===== src/rtl/toip_map.svh =====
// overhead port constants: byte positions, bit counts, word widths
`ifndef TOIP_MAP_SVH
`define TOIP_MAP_SVH
`define TOIP_BYTE_BITS 8
`define TOIP_TOH_BYTES 27
`define TOIP_TOH_BITS 216
`define TOIP_IDX_W 5
`define TOIP_SECT_FIRST 5'h06
`define TOIP_SECT_LAST 5'h08
`define TOIP_LINE_FIRST 5'h0f
`define TOIP_LINE_LAST 5'h17
`define TOIP_E1_IDX 5'h04
`define TOIP_F1_IDX 5'h05
`define TOIP_E2_IDX 5'h1a
`define TOIP_LAST_BIT 3'h7
`define TOIP_WORD_W 14
`endif


===== src/rtl/toip_pkg.sv =====
// shared types of the overhead insertion port
package toip_pkg;
  typedef enum logic [1:0] {
    cls_plain,
    cls_talk,
    cls_sect,
    cls_line
  } toip_cls_t;
  typedef enum logic [0:0] {
    src_hunt,
    src_locked
  } toip_src_state_t;
endpackage : toip_pkg


===== src/rtl/toip_if.sv =====
// link between overhead port device end and the external source
`timescale 1ns/1ps
`default_nettype none
interface toip_if;
  logic ovh_port_clk;
  logic ovh_port_ready;
  logic ovh_frame_pulse;
  logic ovh_serial_in;
  logic ovh_insert_en;
  logic line_chan_req;
  logic line_chan_serial_in;
  logic sect_chan_req;
  logic sect_chan_serial_in;
  modport dev (
    output ovh_port_clk, ovh_port_ready, ovh_frame_pulse, line_chan_req, sect_chan_req,
    input ovh_serial_in, ovh_insert_en, line_chan_serial_in, sect_chan_serial_in
  );
  modport src (
    input ovh_port_clk, ovh_port_ready, ovh_frame_pulse, line_chan_req, sect_chan_req,
    output ovh_serial_in, ovh_insert_en, line_chan_serial_in, sect_chan_serial_in
  );
endinterface : toip_if
`default_nettype wire


===== src/rtl/toip_dev.sv =====
// device end: port clock, frame timing, bit capture and byte fifo
`timescale 1ns/1ps
`default_nettype none
`include "toip_map.svh"

module toip_fifo #(
  parameter int WIDTH = `TOIP_WORD_W,
  parameter int DEPTH = 8
) (
  input wire logic clk, // system clock
  input wire logic rst, // async reset, high
  input wire logic in_valid, // word offered
  output logic in_ready, // room for a word
  input wire logic [WIDTH-1:0] in_data, // word in
  output logic out_valid, // word available
  input wire logic out_ready, // word taken
  output logic [WIDTH-1:0] out_data // word out
);
  localparam int AW = $clog2(DEPTH);
  logic [WIDTH-1:0] mem [DEPTH];
  logic [AW:0] wr_ptr;
  logic [AW:0] rd_ptr;
  logic push;
  logic pop;

  assign in_ready = (wr_ptr - rd_ptr) != (AW+1)'(DEPTH);
  assign out_valid = wr_ptr != rd_ptr;
  assign out_data = mem[rd_ptr[AW-1:0]];
  assign push = in_valid && in_ready;
  assign pop = out_valid && out_ready;

  always_ff @(posedge clk) begin
    if (push) begin
      mem[wr_ptr[AW-1:0]] <= in_data;
    end
  end

  always_ff @(posedge clk or posedge rst) begin
    if (rst) begin
      wr_ptr <= '0;
    end else if (push) begin
      wr_ptr <= wr_ptr + 1'b1;
    end
  end

  always_ff @(posedge clk or posedge rst) begin
    if (rst) begin
      rd_ptr <= '0;
    end else if (pop) begin
      rd_ptr <= rd_ptr + 1'b1;
    end
  end
endmodule : toip_fifo

module toip_dev #(
  parameter int HALF_DIV = 12,
  parameter int FRAME_PERIODS = 256,
  parameter int DEPTH = 8
) (
  input wire logic ref_clk, // 200 MHz system clock
  input wire logic rst, // async reset, high
  toip_if.dev link, // overhead port pins
  input wire logic sw_ins_en, // software insertion enabled
  output logic out_valid, // overhead byte available
  input wire logic out_ready, // overhead byte taken
  output logic [`TOIP_WORD_W-1:0] out_data // {ext, index, byte}
);
  localparam int DW = $clog2(HALF_DIV);
  localparam int PW = $clog2(FRAME_PERIODS);
  localparam logic [DW-1:0] DIV_LAST = DW'(HALF_DIV - 1);
  localparam logic [PW-1:0] POS_LAST = PW'(FRAME_PERIODS - 1);
  localparam logic [PW-1:0] POS_RESET = PW'(FRAME_PERIODS - 2);

  logic [1:0] ins_sy;
  logic [1:0] dat_sy;
  logic [1:0] line_sy;
  logic [1:0] sect_sy;
  logic [DW-1:0] div_cnt;
  logic port_clk;
  logic stall;
  logic tick;
  logic fall_ev;
  logic [PW-1:0] pos;
  logic [PW-1:0] next_pos;
  logic port_ready;
  logic frame_pulse;
  logic line_req;
  logic sect_req;
  logic [`TOIP_BYTE_BITS-2:0] byte_sr;
  logic byte_ext;
  logic in_toh;
  logic [`TOIP_IDX_W-1:0] cur_idx;
  logic [`TOIP_IDX_W-1:0] nxt_idx;
  toip_pkg::toip_cls_t cur_cls;
  toip_pkg::toip_cls_t nxt_cls;
  logic take_bit;
  logic took_ext;
  logic pend_valid;
  logic pend_ready;
  logic [`TOIP_WORD_W-1:0] pend_data;

  function automatic toip_pkg::toip_cls_t byte_cls(input logic [`TOIP_IDX_W-1:0] idx);
    if (idx >= `TOIP_SECT_FIRST && idx <= `TOIP_SECT_LAST) begin
      return toip_pkg::cls_sect;
    end else if (idx >= `TOIP_LINE_FIRST && idx <= `TOIP_LINE_LAST) begin
      return toip_pkg::cls_line;
    end else if (idx == `TOIP_E1_IDX || idx == `TOIP_F1_IDX || idx == `TOIP_E2_IDX) begin
      return toip_pkg::cls_talk;
    end else begin
      return toip_pkg::cls_plain;
    end
  endfunction : byte_cls

  // two-stage synchronisers for the pins driven by the source
  always_ff @(posedge ref_clk or posedge rst) begin
    if (rst) begin
      ins_sy <= 2'h0;
      dat_sy <= 2'h0;
      line_sy <= 2'h0;
      sect_sy <= 2'h0;
    end else begin
      ins_sy <= {ins_sy[0], link.ovh_insert_en};
      dat_sy <= {dat_sy[0], link.ovh_serial_in};
      line_sy <= {line_sy[0], link.line_chan_serial_in};
      sect_sy <= {sect_sy[0], link.sect_chan_serial_in};
    end
  end

  // clock parks low while a finished byte waits for fifo room
  assign stall = pend_valid && !port_clk;
  assign tick = (div_cnt == DIV_LAST) && !stall;
  assign fall_ev = tick && port_clk;

  always_ff @(posedge ref_clk or posedge rst) begin
    if (rst) begin
      div_cnt <= '0;
    end else if (stall) begin
      div_cnt <= div_cnt;
    end else if (div_cnt == DIV_LAST) begin
      div_cnt <= '0;
    end else begin
      div_cnt <= div_cnt + 1'b1;
    end
  end

  always_ff @(posedge ref_clk or posedge rst) begin
    if (rst) begin
      port_clk <= 1'b0;
    end else if (tick) begin
      port_clk <= !port_clk;
    end
  end

  assign next_pos = (pos == POS_LAST) ? '0 : pos + 1'b1;
  assign in_toh = pos < PW'(`TOIP_TOH_BITS);
  assign cur_idx = `TOIP_IDX_W'(pos >> 3);
  assign nxt_idx = `TOIP_IDX_W'(next_pos >> 3);
  assign cur_cls = byte_cls(cur_idx);
  assign nxt_cls = byte_cls(nxt_idx);

  always_ff @(posedge ref_clk or posedge rst) begin
    if (rst) begin
      pos <= POS_RESET;
    end else if (fall_ev) begin
      pos <= next_pos;
    end
  end

  // outputs for the next bit period change on the falling edge, in the same ref_clk cycle
  always_ff @(posedge ref_clk or posedge rst) begin
    if (rst) begin
      port_ready <= 1'b0;
      frame_pulse <= 1'b0;
      line_req <= 1'b0;
      sect_req <= 1'b0;
    end else if (fall_ev) begin
      port_ready <= next_pos < PW'(`TOIP_TOH_BITS);
      // pulse in last period of frame
      frame_pulse <= next_pos == POS_LAST;
      line_req <= (next_pos < PW'(`TOIP_TOH_BITS)) && nxt_cls == toip_pkg::cls_line;
      sect_req <= (next_pos < PW'(`TOIP_TOH_BITS)) && nxt_cls == toip_pkg::cls_sect;
    end
  end

  always_comb begin
    took_ext = 1'b0;
    take_bit = 1'b0;
    // sample the data pin with ready and insert
    if (port_ready && ins_sy[1]) begin
      took_ext = 1'b1;
      take_bit = dat_sy[1];
    // plain bytes with insert and software low
    end else if (cur_cls == toip_pkg::cls_plain && !ins_sy[1] && !sw_ins_en) begin
      took_ext = 1'b1;
      take_bit = dat_sy[1];
    end else if (line_req) begin
      took_ext = 1'b1;
      take_bit = line_sy[1];
    end else if (sect_req) begin
      took_ext = 1'b1;
      take_bit = sect_sy[1];
    end
  end

  // capture on falling edge of port clock
  always_ff @(posedge ref_clk or posedge rst) begin
    if (rst) begin
      byte_sr <= '0;
      byte_ext <= 1'b0;
    end else if (fall_ev && in_toh) begin
      if (pos[2:0] == `TOIP_LAST_BIT) begin
        byte_sr <= '0;
        byte_ext <= 1'b0;
      end else begin
        byte_sr <= {byte_sr[`TOIP_BYTE_BITS-3:0], take_bit};
        byte_ext <= byte_ext || took_ext;
      end
    end
  end

  // bytes are the first STS-1 overhead only
  always_ff @(posedge ref_clk or posedge rst) begin
    if (rst) begin
      pend_valid <= 1'b0;
      pend_data <= '0;
    end else if (fall_ev && in_toh && pos[2:0] == `TOIP_LAST_BIT) begin
      pend_valid <= 1'b1;
      pend_data <= {byte_ext || took_ext, cur_idx, byte_sr, take_bit};
    end else if (pend_ready) begin
      pend_valid <= 1'b0;
    end
  end

  toip_fifo #(.WIDTH(`TOIP_WORD_W), .DEPTH(DEPTH)) u_fifo (
    .clk(ref_clk),
    .rst(rst),
    .in_valid(pend_valid),
    .in_ready(pend_ready),
    .in_data(pend_data),
    .out_valid(out_valid),
    .out_ready(out_ready),
    .out_data(out_data)
  );

  assign link.ovh_port_clk = port_clk;
  assign link.ovh_port_ready = port_ready;
  assign link.ovh_frame_pulse = frame_pulse;
  assign link.line_chan_req = line_req;
  assign link.sect_chan_req = sect_req;
endmodule : toip_dev
`default_nettype wire


===== src/flat_wrapper.sv =====
// flat-port wrapper written by rule: the top's interface ports become plain ports
module toip_dev_flat 
#(
  parameter int HALF_DIV = 12,
  parameter int FRAME_PERIODS = 256,
  parameter int DEPTH = 8
)
  (ref_clk, rst, sw_ins_en, out_valid, out_ready, out_data, link_ovh_port_clk, link_ovh_port_ready, link_ovh_frame_pulse, link_line_chan_req, link_sect_chan_req, link_ovh_serial_in, link_ovh_insert_en, link_line_chan_serial_in, link_sect_chan_serial_in);
  toip_if link_i ();
  input wire logic ref_clk;
  input wire logic rst;
  input wire logic sw_ins_en;
  output logic out_valid;
  input wire logic out_ready;
  output logic [`TOIP_WORD_W-1:0] out_data;
  output wire logic [$bits(link_i.ovh_port_clk)-1:0] link_ovh_port_clk;
  output wire logic [$bits(link_i.ovh_port_ready)-1:0] link_ovh_port_ready;
  output wire logic [$bits(link_i.ovh_frame_pulse)-1:0] link_ovh_frame_pulse;
  output wire logic [$bits(link_i.line_chan_req)-1:0] link_line_chan_req;
  output wire logic [$bits(link_i.sect_chan_req)-1:0] link_sect_chan_req;
  input wire logic [$bits(link_i.ovh_serial_in)-1:0] link_ovh_serial_in;
  input wire logic [$bits(link_i.ovh_insert_en)-1:0] link_ovh_insert_en;
  input wire logic [$bits(link_i.line_chan_serial_in)-1:0] link_line_chan_serial_in;
  input wire logic [$bits(link_i.sect_chan_serial_in)-1:0] link_sect_chan_serial_in;
  assign link_ovh_port_clk = link_i.ovh_port_clk;
  assign link_ovh_port_ready = link_i.ovh_port_ready;
  assign link_ovh_frame_pulse = link_i.ovh_frame_pulse;
  assign link_line_chan_req = link_i.line_chan_req;
  assign link_sect_chan_req = link_i.sect_chan_req;
  assign link_i.ovh_serial_in = link_ovh_serial_in;
  assign link_i.ovh_insert_en = link_ovh_insert_en;
  assign link_i.line_chan_serial_in = link_line_chan_serial_in;
  assign link_i.sect_chan_serial_in = link_sect_chan_serial_in;
  toip_dev #(.HALF_DIV(HALF_DIV), .FRAME_PERIODS(FRAME_PERIODS), .DEPTH(DEPTH)) u_core (.ref_clk(ref_clk), .rst(rst), .link(link_i), .sw_ins_en(sw_ins_en), .out_valid(out_valid), .out_ready(out_ready), .out_data(out_data));
endmodule

===== config.mk =====
export PLATFORM = sky130hd
export DESIGN_NAME = toip_dev_flat
export DESIGN_NICKNAME = d
export VERILOG_FILES = /design/src/rtl/toip_pkg.sv /design/src/rtl/toip_if.sv /design/src/rtl/toip_dev.sv /design/src/flat_wrapper.sv
export VERILOG_INCLUDE_DIRS = /design/src /design/src/rtl
export SDC_FILE = /design/constraint.sdc
export NUM_CORES = 1
export LEC_CHECK = 0
export BUFFER_PORTS_ARGS = -buffer_cell sky130_fd_sc_hd__buf_2
export CAP_MARGIN = 10
export CORE_UTILIZATION = 50
export DETAILED_ROUTE_END_ITERATION = 8
export PLACE_DENSITY = 0.67
export SKIP_CTS_REPAIR_TIMING = 1
export SYNTH_ARGS = -nofsm -noshare
export SYNTH_HDL_FRONTEND = slang
export SYNTH_SLANG_ARGS = --single-unit

===== constraint.sdc =====
create_clock -name ref_clk -period 10.9 [get_ports ref_clk]
set_input_delay 0.545 -clock ref_clk [delete_from_list [all_inputs] [get_ports ref_clk]]
set_output_delay 0.545 -clock ref_clk [all_outputs]
set_load 0.02 [all_outputs]

==> results_dict.tcl, run 1 <==
set metrics [dict create \
    power_density_nw_per_um2 194 \
    setup_tns_ns 0 \
    stdcell_area_um2 7970 \
    synth_area_leader_cell "edfxtp_1" \
    power.internal_mw 1.15 \
    drcViolationCount 0 \
    arrival_ns 3.71 \
    multiInputGateArea_um2 2170 \
    vdd_drop_max_mv 0.102 \
    synth_edf_count 112 \
    seq_power_share_pct 47.2 \
    async_reset_ff_share_pct 33.3 \
    netlist_area_um2 7090 \
    hold_path_end "u_core.ins_sy[0]" \
    pin_count 28 \
    wl_per_cell_um 20.0 \
    timing.hold.ws_ns 0.228 \
    cts_tree "yes" \
    path_cells "inv_1 > ha_1 > and3_1 > o211ai_1 > o211ai_4 > or2_4 > nor3b_2" \
    clkSlewWorstSetupHoldPaths_ns 0.06 \
    hold_path_depth 1 \
    dr.pass1.iters 5 \
    end_kind "register" \
    p_switching_mw 0.396 \
    clk-insertion-delay-late_ns 0.42 \
    worstHoldStart "link_ovh_insert_en" \
    p_comb_share_pct 13.8 \
    die_x_um 121 \
    cts_made_buffers 17 \
    grt_start_max_net_pins 57 \
    ys.flop_type "edfxtp_1" \
    ys_warn_count 0 \
    ant_nets 0 \
    cts.htree.levels 4 \
    port-buffer-count 27 \
    hold_viol 0 \
    postSynthRegisterBits 168 \
    avgSynthCellArea_um2 15.4 \
    gr-total-overflow 0 \
    yosysMostFrequentCell "edfxtp_1" \
    place_inst 650 \
    slew_violations 0 \
    hold_path.class "primary input to register" \
    fmax_mhz 272 \
    dp.final_hpwl_um 9000 \
    period_share_pct 33.7 \
    antenna_cells 0 \
    grt.total_usage_pct 20.4 \
    finClkSkew_ns 0.00805 \
    drt-initial-drc-count 364 \
    antenna_found_initial 0 \
    status "complete, no violations" \
    setup_violations 0 \
    vias 3808 \
    die_y_um 121 \
    grt_pass1_vias 3953 \
    grt_pass1_wl_um 21300 \
    crit_fanout 17 \
    r2r_start "u_core.u_fifo.rd_ptr[2]" \
    fp-row-count 43 \
    synth_cell_type_count 60 \
    min_period_ns 3.68 \
    viasPerCell 5.61 \
    cp.required_ns 10.93 \
    synth_commonest_cells "edfxtp_1, nand2_1, dfrtp_1" \
    reg2reg_slack_ns 7.22 \
    syn_nets 478 \
    rsz0062_at_grt "no" \
    critPathTopFamily "simple AND/OR/NAND/NOR gates" \
    core_area_um2 13900 \
    die-area_um2 14700 \
    maxCapViolCount 0 \
    final.setup.worst_slack_ns 7.22 \
    synthCells 461 \
    routed_wl_um 13500 \
    place_ws_ns 7.22 \
    power.share.clock_pct 38.9 \
    timing.rr.end "u_core.u_fifo.mem[6][2]" \
    drive_above_1_share_pct 26.9 \
    start_util_pct 51.1 \
    worstMarginPinSlew_ns 1.19 \
    critPathSlowestCell "nor3b_2" \
    max_stage_delay_ns 0.89 \
    synth.top_cell.area_share_pct 47.4 \
    n_fill_cell 1077 \
    syn2layout_area_growth_pct 12.4 \
    r2r_cells 7 \
    place_area_um2 7380 \
    clk_path_buf_depth 2 \
    gp_congestion 0.743 \
    cts_sinks 168 \
    synthTopCellsByArea "edfxtp_1, dfrtp_1, mux4_2" \
    fin_cells 679 \
    root_buffer "clkbuf_16" \
    slew-limit-headroom_pct 20.1 \
    crit_buf_inv 1 \
    path_class "register to register" \
    p_sw_share_pct 25.6 \
    p_leak_nw 2.82 \
    fin_nets 506 \
    seqCellArea_um2 4770 \
    crit_path_start_kind "register" \
    seq_area_frac_synth_pct 67.3 \
]
-- worst max-delay path by stage --
stage	cells past startpoint	endpoint	slack, ns	from
5_1_grt	7	u_core.u_fifo.mem[3][4]	6.96	u_core.u_fifo.rd_ptr[2]
3_3_place_gp	6	u_core.u_fifo.mem[6][0]	7.33	u_core.u_fifo.rd_ptr[0]
4_1_cts	7	u_core.u_fifo.mem[6][2]	7.18	u_core.u_fifo.rd_ptr[2]
2_1_floorplan	8	u_core.u_fifo.mem[4][0]	7.14	u_core.u_fifo.rd_ptr[2]
6_report	7	u_core.u_fifo.mem[6][2]	7.22	u_core.u_fifo.rd_ptr[2]
3_5_place_dp	7	u_core.u_fifo.mem[6][5]	7.22	u_core.u_fifo.rd_ptr[2]
-- metrics by stage --
step	util (%)	power, mW
final	57.4	1.55
after global routing	57.4	1.61
after CTS	57.4	1.57
after detailed placement	53.2	0.964
after global placement	53.2	0.957
after floorplan	-	0.898
-- sequential cells by signal (all words and copies together), names as in the netlist, 2 cells and up --
signal	flops
u_core.pend_data	14
u_core.div_cnt	4
u_core.pos	8
u_core.u_fifo.wr_ptr	4
u_core.u_fifo.mem	112
u_core.sect_sy	2
u_core.ins_sy	2
u_core.dat_sy	2
u_core.line_sy	2
u_core.byte_sr	7
u_core.u_fifo.rd_ptr	4
-- cell families after synthesis --
group / share of synthesized area [%]
AO/OA/AOI/OAI: 4.57
XOR/XNOR: 2.31
adder cells (fa/ha/maj): 1.59
buffers and inverters: 2.33
flip-flops: 67.3
multiplexers: 11.9
AND/OR/NAND/NOR: 9.97
-- power groups by stage --
| stage | combinational (mW) | clock, mW | sequential (mW) |
|---|---|---|---|
| after floorplan | 0.195 | 0 | 0.703 |
| after global placement | 0.214 | 0 | 0.743 |
| after detailed placement | 0.218 | 0 | 0.745 |
| after global routing | 0.236 | 0.639 | 0.738 |
| after CTS | 0.219 | 0.615 | 0.732 |
| final | 0.214 | 0.602 | 0.730 |
-- metal layers --
| metal | vias up | track usage, % | share of wire [%] |
|---|---|---|---|
| met3 | 18 | 4.28 | 5.2 |
| li1 | 1770 | - | - |
| met5 | - | 0 | 0 |
| met1 | 1910 | 26.1 | 41 |
| met2 | 110 | 34.1 | 52 |
| met4 | 0 | 7.72 | 1.7 |
-- layout by cell type, fill, tap and decap left out, types with 3 or more instances in the layout --
cell       instances
a21oi_1            3
mux2_4             6
nand3_1            9
clkinv_2           3
o22ai_1            3
nor3_1             3
ha_1               9
nand2_1           89
xnor2_1           10
a31oi_1            3
buf_4              5
mux2_2             9
and3_1             3
nor2_1             9
dfrtp_1           48
xor2_1             5
o211ai_1           4
o21ai_0           15
inv_1              8
nor2_2             3
nand2b_1           5
nor3_2             4
bufinv_16          4
buf_2             27
dfstp_2            7
clkbuf_16         17
mux4_2            28
edfxtp_1         112
-- layout make-up --
class	instances	share of cell area [%]
Multi-Input combinational cell	261	27.3
Inverter	9	0.424
Clock buffer	19	5.43
Sequential cell	168	59.9
Timing Repair Buffer	32	2.17
Clock inverter	10	1.95
Tap cell	180	2.83
Power figures use the tool's default switching activity.
==> inputs of run 2 (changes only) <==
- clock period: 10.9 -> 3.6 ns (I/O delays scaled with it)
==> results_dict.tcl, run 2 (synthesis gave the netlist of run 1 again) <==
set metrics [dict create \
    layout_commonest_cell "edfxtp_1" \
    die_x_um 121 \
    timing.rr.end "u_core.u_fifo.mem[6][3]" \
    finClkSkew_ns 0.00491 \
    cts_made_buffers 17 \
    die-area_um2 14700 \
    period_share_pct 84.6 \
    grt_start_max_net_pins 33 \
    r2r_start "u_core.u_fifo.wr_ptr[0]" \
    gp_congestion 0.787 \
    grt_pass1_vias 3768 \
    final_cell_mix "edfxtp_1, nand2_1, dfrtp_1" \
    reg2reg_slack_ns 0.55 \
    clk_path_buf_depth 2 \
    largest_reg_flops 112 \
    clkSlewWorstSetupHoldPaths_ns 0.06 \
    status "complete, no violations" \
    arrival_ns 3.08 \
    slew_violations 0 \
    drive_above_1_share_pct 27.9 \
    crit_fanout 14 \
    root_buffer "clkbuf_16" \
    fmax_mhz 328 \
    maxCapViolCount 0 \
    slew-limit-headroom_pct 22.6 \
    drt-initial-drc-count 286 \
    start_util_pct 51.1 \
    timing.hold.ws_ns 0.253 \
    cts_tree "yes" \
    ant_nets 0 \
    dp.final_hpwl_um 8540 \
    pin_count 28 \
    die_y_um 121 \
    cp.required_ns 3.63 \
    clk-insertion-delay-late_ns 0.42 \
    rsz0062_at_grt "no" \
    cts_sinks 168 \
    crit_path_start_kind "register" \
    p_comb_share_pct 17.6 \
    path_class "register to register" \
    hold_path.class "primary input to register" \
    viasPerCell 5.54 \
    p_leak_nw 2.85 \
    dr.pass1.iters 4 \
    routed_wl_um 13000 \
    power.internal_mw 3.39 \
    p_sw_share_pct 27.3 \
    vdd_drop_max_mv 0.349 \
    end_kind "register" \
    antenna_cells 0 \
    core_area_um2 13900 \
    wl_per_cell_um 18.8 \
    r2r_cells 7 \
    setup_tns_ns 0 \
    cts.htree.levels 4 \
    port-buffer-count 27 \
    crit_end "u_core.u_fifo.mem[6][3]" \
    drcViolationCount 0 \
    p_switching_mw 1.27 \
    hold_viol 0 \
    min_period_ns 3.05 \
    grt_pass1_wl_um 20400 \
    worstMarginPinSlew_ns 1.15 \
    antenna_found_initial 0 \
    syn2layout_area_growth_pct 13.5 \
    setup_violations 0 \
    fp-row-count 43 \
    power_density_nw_per_um2 579 \
    gr-total-overflow 0 \
    worstSetupStartpoint "u_core.u_fifo.wr_ptr[0]" \
    vias 3835 \
    seq_power_share_pct 44.9 \
    grt.total_usage_pct 19.4 \
    power.share.clock_pct 37.5 \
    fin_nets 516 \
]
run 2: cell types whose count changed in the layout (fill, tap and decap cells not counted), moves of 2 or more:
| cell | before | now |
|---|---|---|
| dlygate4sd3_1 | 0 | 5 |
| buf_4 | 5 | 9 |
| clkinvlp_4 | 1 | 4 |
| inv_6 | 0 | 3 |
| bufinv_16 | 4 | 2 |
| clkbuf_1 | 2 | 0 |
| clkinv_2 | 3 | 1 |
run 2: how the worst min path moves through the flow:
stage	startpoint	to	slack, ns	cells after the start
2_1_floorplan	link_ovh_serial_in	u_core.dat_sy[0]	0.21	0
3_3_place_gp	rst	u_core.u_fifo.rd_ptr[3]	0.26	2
3_5_place_dp	rst	u_core.div_cnt[1]	0.26	2
4_1_cts	rst	u_core.div_cnt[1]	-0.20	2
5_1_grt	out_ready	u_core.u_fifo.rd_ptr[0]	0.26	3
6_report	out_ready	u_core.u_fifo.rd_ptr[0]	0.25	3
run 2: area by class of cell:
| class | count | area, µm² |
|---|---|---|
| Fill cell | 1110 | 5830 |
| Sequential cell | 168 | 4770 |
| Multi-Input combinational cell | 261 | 2170 |
| Clock buffer | 17 | 425 |
| Timing Repair Buffer | 42 | 264 |
| Tap cell | 180 | 225 |
| Clock inverter | 15 | 151 |
| Inverter | 9 | 33.8 |
run 2: metrics by stage:
step	area, µm²	worst slack (ns)	util, %	std cells	power [mW]
after floorplan	7100	0.0186	-	461	2.72
after global placement	7410	0.629	53.4	654	2.96
after detailed placement	7410	0.543	53.4	654	2.97
after CTS	7990	0.512	57.5	686	4.72
after global routing	8050	0.376	58.0	692	4.85
final	8050	0.553	58.0	692	4.66
run 2: worst max-delay path, stage by stage (launching register included):
cell	delay, ns
dfrtp_1	0.53
inv_1	0.16
ha_1	0.35
and3_1	0.20
o211ai_1	0.15
o211ai_4	0.12
or2_4	0.26
nor3b_2	0.88
run 2: power by group through the flow:
stage,clock (mW),sequential (mW),combinational [mW]
after floorplan,0,2.13,0.591
after global placement,0,2.13,0.833
after detailed placement,0,2.13,0.843
after CTS,1.78,2.09,0.845
after global routing,1.85,2.09,0.902
final,1.75,2.09,0.822
run 2: layer usage:
layer | track usage (%) | share of wire [%] | up-vias
li1 | - | - | 1789
met1 | 24.0 | 43 | 1949
met2 | 32.2 | 51 | 78
met3 | 5.08 | 3.6 | 19
met4 | 8.26 | 2.2 | 0
met5 | 0 | 0 | -
